### src/verilog/vmon_consts.vh
// Purpose: shared constants of the supply voltage monitor control block
// Assumes: AXI4-Lite register bus with 32-bit data, one aligned word per register
// Notes: offsets are byte addresses
`ifndef VMON_CONSTS_VH
`define VMON_CONSTS_VH

// register byte offsets
`define VMON_OFF_CTRL 4'h0
`define VMON_OFF_FLAGS 4'h4
`define VMON_OFF_IRQEN 4'h8
`define VMON_OFF_GLOBAL 4'hC
`define VMON_ADDR_W 4

// control register fields
`define VMON_CTRL_DIR 7
`define VMON_CTRL_STABLE 5
`define VMON_CTRL_PWR 4
`define VMON_CTRL_LVL_HI 3
`define VMON_CTRL_LVL_LO 0
`define VMON_CTRL_WMASK 8'h9F
`define VMON_CTRL_RST 8'h05

// flag, enable and global register fields
`define VMON_FLAG_EVENT 2
`define VMON_GLOBAL_IRQ_EN 7
`define VMON_REG_RST 8'h00

// trip level codes
`define VMON_LVL_EXT 4'hF
`define VMON_LVL_RSVD 4'h0

// settle time in nanoseconds and clock period in nanoseconds
`define VMON_SETTLE_NS 20000
`define VMON_CLK_NS 4

// AXI responses
`define VMON_RESP_OKAY 2'h0
`define VMON_RESP_SLVERR 2'h2

`endif

### src/verilog/vmon_sync3.v
// Purpose: three-flop synchroniser with agreement filter for asynchronous levels
// Assumes: input is a slow level from outside the core_clk domain
// Notes: output changes only once the second and third stages agree
`timescale 1ns/100ps

module vmon_sync3 #(
  parameter RST_VAL = 1'b0
) (
  // clock and reset
  input wire core_clk,
  input wire sys_rst,
  // level in and filtered level out
  input wire async_in,
  output reg level_q
);

  reg s1_q;
  reg s2_q;
  reg s3_q;

  always @(posedge core_clk) begin
    if (sys_rst) begin
      s1_q <= RST_VAL;
      s2_q <= RST_VAL;
      s3_q <= RST_VAL;
      level_q <= RST_VAL;
    end else begin
      s1_q <= async_in;
      s2_q <= s1_q;
      s3_q <= s2_q;
      // first stage read only by the second
      if (s2_q == s3_q) begin
        level_q <= s3_q;
      end
    end
  end

endmodule // vmon_sync3

### src/verilog/vmon_ctrl.v
// Purpose: control, flag and interrupt logic of a supply voltage trip monitor
// Assumes: analog comparator gives a level high while the selected input is at
//   or above the trip point; analog reference gives a level once settled
// Notes: registers are reached over AXI4-Lite, 8-bit data in low bits
// Operation
// - direction set: event at or above trip point; clear: below
// - control bit six reads zero and ignores writes
// - control bit five is read-only reference stable flag
// - control bit four powers the comparator and divider
// - trip level code 1111 selects external pin, 0000 reserved, others divider taps
// - stable flag held clear after each enable until settled; no event before
// - enabled monitor sets event flag when comparator finds supply at trip point
// - settle interval is a fixed time; crossings during it are missed
// - event flag is bit two of flag register two, cleared by software
// - interrupt request only when event enable and global enable both set
// - monitoring continues in sleep; event raises wake request when event enable is set
// - reset returns control to direction 0, off, level code 0101
//
// The register addresses and the AXI4-Lite interface to the registers are this design's own decisions.
`timescale 1ns/100ps

`include "vmon_consts.vh"

module vmon_ctrl #(
  parameter SETTLE_CYC = (`VMON_SETTLE_NS + `VMON_CLK_NS - 1) / `VMON_CLK_NS,
  parameter CNT_W = 16
) (
  // clock and reset
  input wire core_clk,
  input wire sys_rst,
  // AXI4-Lite write address and data
  input wire [`VMON_ADDR_W-1:0] s_axi_awaddr,
  input wire s_axi_awvalid,
  output reg s_axi_awready,
  input wire [31:0] s_axi_wdata,
  input wire [3:0] s_axi_wstrb,
  input wire s_axi_wvalid,
  output reg s_axi_wready,
  // AXI4-Lite write response
  output reg [1:0] s_axi_bresp,
  output reg s_axi_bvalid,
  input wire s_axi_bready,
  // AXI4-Lite read
  input wire [`VMON_ADDR_W-1:0] s_axi_araddr,
  input wire s_axi_arvalid,
  output reg s_axi_arready,
  output reg [31:0] s_axi_rdata,
  output reg [1:0] s_axi_rresp,
  output reg s_axi_rvalid,
  input wire s_axi_rready,
  // analog front end
  input wire comp_above,
  input wire ref_settled,
  output reg monitor_power_en,
  output reg [3:0] trip_level_sel,
  output reg ext_trip_input_sel,
  // processor side
  output reg irq,
  output reg wake_req
);

  localparam [CNT_W-1:0] SETTLE_MAX = SETTLE_CYC[CNT_W-1:0];
  // reset image split by field so no constant is cut silently
  localparam [7:0] CTRL_RST = `VMON_CTRL_RST;
  localparam [0:0] CTRL_RST_DIR = CTRL_RST[`VMON_CTRL_DIR];
  localparam [3:0] CTRL_RST_LVL = CTRL_RST[`VMON_CTRL_LVL_HI:`VMON_CTRL_LVL_LO];

  ////////////////////////////////////////////////////////////////////////////
  // registers

  reg trip_direction_sel_q;
  reg monitor_power_en_q;
  reg [3:0] trip_level_sel_q;
  reg reference_stable_flag_q;
  reg monitor_event_flag_q;
  reg monitor_event_irq_en_q;
  reg global_irq_en_q;
  reg [CNT_W-1:0] settle_cnt_q;
  reg [`VMON_ADDR_W-1:0] awaddr_q;
  reg [7:0] wdata_q;
  reg wstrb0_q;
  reg aw_held_q;
  reg w_held_q;

  wire comp_sync;
  wire ref_sync;

  // both analog levels come from outside the clock domain
  vmon_sync3 u_sync_comp (
    .core_clk(core_clk),
    .sys_rst(sys_rst),
    .async_in(comp_above),
    .level_q(comp_sync)
  );

  vmon_sync3 u_sync_ref (
    .core_clk(core_clk),
    .sys_rst(sys_rst),
    .async_in(ref_settled),
    .level_q(ref_sync)
  );

  ////////////////////////////////////////////////////////////////////////////
  // helpers

  function [7:0] ctrl_image;
    input dir;
    input stable;
    input pwr;
    input [3:0] lvl;
    begin
      ctrl_image = 8'h00;
      ctrl_image[`VMON_CTRL_DIR] = dir;
      ctrl_image[`VMON_CTRL_STABLE] = stable;
      ctrl_image[`VMON_CTRL_PWR] = pwr;
      ctrl_image[`VMON_CTRL_LVL_HI:`VMON_CTRL_LVL_LO] = lvl;
    end
  endfunction

  function addr_known;
    input [`VMON_ADDR_W-1:0] a;
    begin
      addr_known = (a == `VMON_OFF_CTRL) || (a == `VMON_OFF_FLAGS) ||
                   (a == `VMON_OFF_IRQEN) || (a == `VMON_OFF_GLOBAL);
    end
  endfunction

  // strobe of one register: whole write held and the low byte enabled
  function wr_hit;
    input go;
    input strb;
    input [`VMON_ADDR_W-1:0] a;
    input [`VMON_ADDR_W-1:0] off;
    begin
      wr_hit = go && strb && (a == off);
    end
  endfunction

  ////////////////////////////////////////////////////////////////////////////
  // write channel: address and data taken in either order

  // readies toggle while idle, so a held valid is taken within two cycles
  wire wr_go = aw_held_q && w_held_q && !s_axi_bvalid;
  wire wr_ctrl = wr_hit(wr_go, wstrb0_q, awaddr_q, `VMON_OFF_CTRL);
  wire wr_flags = wr_hit(wr_go, wstrb0_q, awaddr_q, `VMON_OFF_FLAGS);
  wire wr_irqen = wr_hit(wr_go, wstrb0_q, awaddr_q, `VMON_OFF_IRQEN);
  wire wr_global = wr_hit(wr_go, wstrb0_q, awaddr_q, `VMON_OFF_GLOBAL);

  always @(posedge core_clk) begin
    if (sys_rst) begin
      s_axi_awready <= 1'b0;
      s_axi_wready <= 1'b0;
      s_axi_bvalid <= 1'b0;
      s_axi_bresp <= `VMON_RESP_OKAY;
      aw_held_q <= 1'b0;
      w_held_q <= 1'b0;
      awaddr_q <= {`VMON_ADDR_W{1'b0}};
      wdata_q <= 8'h00;
      wstrb0_q <= 1'b0;
    end else begin
      s_axi_awready <= !aw_held_q && !s_axi_awready;
      s_axi_wready <= !w_held_q && !s_axi_wready;
      if (s_axi_awvalid && s_axi_awready) begin
        aw_held_q <= 1'b1;
        awaddr_q <= s_axi_awaddr;
        s_axi_awready <= 1'b0;
      end
      if (s_axi_wvalid && s_axi_wready) begin
        w_held_q <= 1'b1;
        wdata_q <= s_axi_wdata[7:0];
        wstrb0_q <= s_axi_wstrb[0];
        s_axi_wready <= 1'b0;
      end
      if (wr_go) begin
        aw_held_q <= 1'b0;
        w_held_q <= 1'b0;
        s_axi_bvalid <= 1'b1;
        s_axi_bresp <= addr_known(awaddr_q) ? `VMON_RESP_OKAY : `VMON_RESP_SLVERR;
      end else if (s_axi_bvalid && s_axi_bready) begin
        s_axi_bvalid <= 1'b0;
      end
    end
  end

  ////////////////////////////////////////////////////////////////////////////
  // control register and settle timer

  always @(posedge core_clk) begin
    if (sys_rst) begin
      trip_direction_sel_q <= CTRL_RST_DIR;
      monitor_power_en_q <= 1'b0;
      trip_level_sel_q <= CTRL_RST_LVL;
      monitor_event_irq_en_q <= 1'b0;
      global_irq_en_q <= 1'b0;
    end else begin
      if (wr_ctrl) begin
        // bits six and five are not writable
        trip_direction_sel_q <= wdata_q[`VMON_CTRL_DIR];
        monitor_power_en_q <= wdata_q[`VMON_CTRL_PWR];
        trip_level_sel_q <= wdata_q[`VMON_CTRL_LVL_HI:`VMON_CTRL_LVL_LO];
      end
      if (wr_irqen) begin
        monitor_event_irq_en_q <= wdata_q[`VMON_FLAG_EVENT];
      end
      if (wr_global) begin
        global_irq_en_q <= wdata_q[`VMON_GLOBAL_IRQ_EN];
      end
    end
  end

  // counter restarts on every enable; reference must also report settled
  // the count must outlast the three sync stages, or a settled level left
  // over from the last enable could set the flag early
  always @(posedge core_clk) begin
    if (sys_rst) begin
      settle_cnt_q <= {CNT_W{1'b0}};
      reference_stable_flag_q <= 1'b0;
    end else if (!monitor_power_en_q) begin
      settle_cnt_q <= {CNT_W{1'b0}};
      reference_stable_flag_q <= 1'b0;
    end else begin
      // saturates, so the flag holds while ref_sync stays high, until power is removed
      if (settle_cnt_q != SETTLE_MAX) begin
        settle_cnt_q <= settle_cnt_q + {{(CNT_W-1){1'b0}}, 1'b1};
      end
      reference_stable_flag_q <= (settle_cnt_q == SETTLE_MAX) && ref_sync;
    end
  end

  ////////////////////////////////////////////////////////////////////////////
  // event detection and interrupt

  // limitation: the synced comparator lags a new level by five cycles, so changing
  // the level while powered can raise a false event
  // comparator output is high at or above trip point
  wire at_trip = trip_direction_sel_q ? comp_sync : !comp_sync;
  // reserved code never trips
  wire level_ok = trip_level_sel_q != `VMON_LVL_RSVD;
  wire trip_evt = monitor_power_en_q && reference_stable_flag_q && level_ok && at_trip;
  // write-one-to-clear; a new event in the same cycle wins
  wire evt_clr = wr_flags && wdata_q[`VMON_FLAG_EVENT];

  always @(posedge core_clk) begin
    if (sys_rst) begin
      monitor_event_flag_q <= 1'b0;
      irq <= 1'b0;
      wake_req <= 1'b0;
      monitor_power_en <= 1'b0;
      trip_level_sel <= CTRL_RST_LVL;
      ext_trip_input_sel <= 1'b0;
    end else begin
      if (trip_evt) begin
        monitor_event_flag_q <= 1'b1;
      end else if (evt_clr) begin
        monitor_event_flag_q <= 1'b0;
      end
      irq <= monitor_event_flag_q && monitor_event_irq_en_q && global_irq_en_q;
      // wake does not need the global enable
      wake_req <= monitor_event_flag_q && monitor_event_irq_en_q;
      // registered copies keep the analog controls glitch free
      monitor_power_en <= monitor_power_en_q;
      trip_level_sel <= trip_level_sel_q;
      ext_trip_input_sel <= trip_level_sel_q == `VMON_LVL_EXT;
    end
  end

  ////////////////////////////////////////////////////////////////////////////
  // read channel

  // decoded from the live address, which holds while arvalid waits
  reg [7:0] rd_byte;

  always @* begin
    rd_byte = 8'h00;
    case (s_axi_araddr)
      `VMON_OFF_CTRL: rd_byte = ctrl_image(trip_direction_sel_q, reference_stable_flag_q,
        monitor_power_en_q, trip_level_sel_q);
      `VMON_OFF_FLAGS: rd_byte[`VMON_FLAG_EVENT] = monitor_event_flag_q;
      `VMON_OFF_IRQEN: rd_byte[`VMON_FLAG_EVENT] = monitor_event_irq_en_q;
      `VMON_OFF_GLOBAL: rd_byte[`VMON_GLOBAL_IRQ_EN] = global_irq_en_q;
      default: rd_byte = 8'h00;
    endcase
  end

  always @(posedge core_clk) begin
    if (sys_rst) begin
      s_axi_arready <= 1'b0;
      s_axi_rvalid <= 1'b0;
      s_axi_rdata <= 32'h00000000;
      s_axi_rresp <= `VMON_RESP_OKAY;
    end else begin
      s_axi_arready <= !s_axi_rvalid && !s_axi_arready;
      if (s_axi_arvalid && s_axi_arready) begin
        s_axi_arready <= 1'b0;
        s_axi_rvalid <= 1'b1;
        s_axi_rdata <= {24'h000000, rd_byte};
        s_axi_rresp <= addr_known(s_axi_araddr) ? `VMON_RESP_OKAY : `VMON_RESP_SLVERR;
      end else if (s_axi_rvalid && s_axi_rready) begin
        s_axi_rvalid <= 1'b0;
      end
    end
  end

endmodule // vmon_ctrl

### config.mk
export PLATFORM = sky130hd
export DESIGN_NAME = vmon_ctrl
export DESIGN_NICKNAME = d
export VERILOG_FILES = /design/src/verilog/vmon_sync3.v /design/src/verilog/vmon_ctrl.v
export VERILOG_INCLUDE_DIRS = /design/src /design/src/verilog
export SDC_FILE = /design/constraint.sdc
export NUM_CORES = 1
export LEC_CHECK = 0
export ABC_AREA = 1
export ABC_CLOCK_PERIOD_IN_PS = 1100
export BUFFER_PORTS_ARGS = -buffer_cell sky130_fd_sc_hd__buf_4
export CORE_MARGIN = 4
export CORE_UTILIZATION = 40
export CTS_CLUSTER_SIZE = 16
export DETAILED_ROUTE_END_ITERATION = 10
export GPL_ROUTABILITY_DRIVEN = 1
export GPL_TIMING_DRIVEN = 0
export PLACE_DENSITY = 0.79
export SLEW_MARGIN = 5
export SYNTH_ARGS = -nofsm -noshare
export SYNTH_HDL_FRONTEND = slang
export SYNTH_HIERARCHICAL = 1
export SYNTH_SLANG_ARGS = --single-unit
### constraint.sdc
create_clock -name core_clk -period 1.1 [get_ports core_clk]
set_input_delay 0.055 -clock core_clk [delete_from_list [all_inputs] [get_ports core_clk]]
set_output_delay 0.055 -clock core_clk [all_outputs]
set_load 0.005 [all_outputs]
==> metrics.txt <==
Die X-Extent=95.40 µm; RSZ-0062 raised after global routing=yes; YS warnings=6; core footprint=7331 µm²; Hold Vio Cnt, Final=0; Min-Delay Path Class=in2reg; # nets final=590; critical path class=reg2reg; grt ovf=0; final worst slack=-0.03088 ns; DR WL/cell=11.76 µm; DR pass1 iterations=4; Synth async-reset ratio=0%; CTS clk-pin slew, worst paths=0.08 ns; Data required, critical path=1.34 ns; Post-synth top cells=nand2_1, nor2_1, dfxtp_1, inv_1, o21ai_0; Post-Route WL=7.515 mm; Fin Setup TNS=-0.1071 ns; Crit-path slowest cell=dfxtp_4; largest net degree at the start of global routing=14; worst setup path endpoint=settle_cnt_q[8]$_SDFFE_PP0P_; ys flop type=dfxtp_1; I/O Pins=102; H-tree lvl count=3; total global-route track usage=16.11%; Post-DP Area=3621 µm²; final setup violation count=5; max frequency=0.8843 GHz; DR vias/cell=4.613; Slew Limit Headroom=63.65%; worst setup path start=settle_cnt_q[0]$_SDFFE_PP0P_; reg2reg end=settle_cnt_q[8]$_SDFFE_PP0P_; syn_area_per_cell=7.240 µm²; TritonCTS clock tree=yes; clock latency on the worst-skew pair=0.35 ns; input/output buffers=45; worst r2r path cells=6; Clock Skews=0.009071 ns; worst-case clock buffer depth=2; starting density of the core=41.68%; drt drc=0; Via Count=2,948; status=finished with violations; CP Launch Type=flip-flop; Synth Instances=422; TritonCTS Sinks=69; Worst path max stage delay=0.40 ns; initial DRC count=115; FF+latch count, synth=69; Seq/Total Area, Yosys=45.21%; Leak=0.001874 µW; EDFF count, synth=0; Std-Cell Rows=31; share of the synthesized area in the top cell type=45.21%; reg-to-reg setup timing slack=-0.03 ns; chip height=95.40 µm; share of cells above drive strength 1=32.04%; P&R area growth vs syn=43.12%; Yosys cell types=25; element type at the critical path end=flip-flop; PD cells=1251 nW/µm²; Routability Congestion=0.8403; initial antenna violation count=0; fin area=4373 µm²; Arrival @ worst endpoint=1.37 ns; Post-DRT Antenna Nets=0; leading area contributor after synthesis=dfxtp_1; failing checks=setup timing; crit-path max FO=4; first-pass GRT wire length=11.49 mm; Critical R2R Launch=settle_cnt_q[0]$_SDFFE_PP0P_; top-count cell post-synth=nand2_1; Max IR drop VDD=0.6977 mV; die area=9101 µm²; hold slack=0.02672 ns; crit path time final=1.131 ns; n_diodes=0; Tcrit/Tclk final=102.8%; Worst-Margin Slew=0.5453 ns; Root Driver=clkbuf_8; hold path cells=3; Synth Cell Area=3055 µm²; # Max-Cap Violations=0; Max Slew Vio Count=0; vias in the first global route=2,681; synth top area cells=dfxtp_1, nand2_1, nor2_1; DPL Wire Length=5.061 mm; TritonCTS buffer count=9; crit-path cells=ha_4, inv_2, nor2_4, nand2_2, o21ai_1, a21oi_2
## per-layer routing
layer,track usage (%),share of wire (%)
met1,18.72,40
met2,27.76,52
met3,4.420,5.7
met4,6.872,1.8
met5,0,0
## power by group
| group | switching, µW | internal (µW) |
|---|---|---|
| Sequential | 71.2 | 2560 |
| Combinational | 240 | 279 |
| Clock | 1040 | 1280 |
| Total | 1350 | 4120 |
## registers in the layout, indices dropped and copies added (netlist names), 4 cells and up
name	count
wdata_q	6
awaddr_q	4
trip_level_sel	4
trip_level_sel_q	4
s_axi_rdata	7
settle_cnt_q	16
## how the worst min path moves through the flow
stage	from	end	slack (ns)
detailed placement	ref_settled	u_sync_ref/s1_q$_SDFF_PP0_	0.27
global placement	ref_settled	u_sync_ref/s1_q$_SDFF_PP0_	0.26
floorplan	sys_rst	u_sync_comp/s1_q$_SDFF_PP0_	0.13
finish	sys_rst	u_sync_comp/level_q$_SDFFE_PP0N_	0.03
CTS	sys_rst	u_sync_ref/level_q$_SDFFE_PP0N_	0.03
global route	sys_rst	u_sync_comp/level_q$_SDFFE_PP0N_	0.03
## cells in the final DEF, fill, tap and decap left out, drive strengths merged
cell type	instances
inv	51
ha	2
nor2	84
nand4	10
nor3	10
xor2	1
nand3	19
bufinv	2
dlygate4sd3	20
o21ai	33
nand2	77
a21oi	27
xnor2	1
conb	27
o21bai	3
o21a	1
clkbuf	12
clkinv	2
nor3b	1
dfxtp	69
buf	85
clkinvlp	3
## repair_timing
item	in CTS	in global routing
buffers inserted	6	4
endpoints found under the setup margin	22	33
hold buffers	21	1
hold endpoints to repair	22	2
resized for setup	33	57
pin swaps	17	23
gates cloned	0	1
## area by class of cell
cell class                      instances  area (µm²)
Buffer                                 33       237.7
Clock buffer                            9       123.9
Clock inverter                          7       100.1
Fill cell                             640        2958
Inverter                               51       203.9
Multi-Input combinational cell        296        1541
Sequential cell                        69        1425
Tap cell                               99       123.9
Timing Repair Buffer                   75       616.8
## critical path: cells and delay by family (launching register included)
| family | cells | cell delay (ns) |
|---|---|---|
| flip-flops | 1 | 0.40 |
| adder cells (fa/ha/maj) | 1 | 0.14 |
| AO/OA/AOI/OAI | 2 | 0.23 |
| buffers and inverters | 1 | 0.04 |
| AND/OR/NAND/NOR | 2 | 0.22 |
## cell families after synthesis
group	share of synthesized area, %
AOI/OAI and AO/OA	10.81
other	0.1227
adders and majority gates	0.8189
xor gates and xnor gates	0.5734
DFF	45.21
and+or+nand+nor	28.62
buffers and inverters	13.84
## stage by stage
| stage | instances | setup WS (ns) | utilization, % | total power, µW |
|---|---|---|---|---|
| CTS | 635 | -0.02365 | 57.23 | 5443 |
| global route | 639 | -0.1159 | 59.65 | 5676 |
| finish | 639 | -0.03088 | 59.65 | 5470 |
| floorplan | 448 | 0.0009152 | - | 2933 |
| detailed placement | 592 | -0.1302 | 49.39 | 3108 |
| global placement | 592 | -0.1103 | 49.39 | 3097 |
Power figures use the tool's default switching activity.
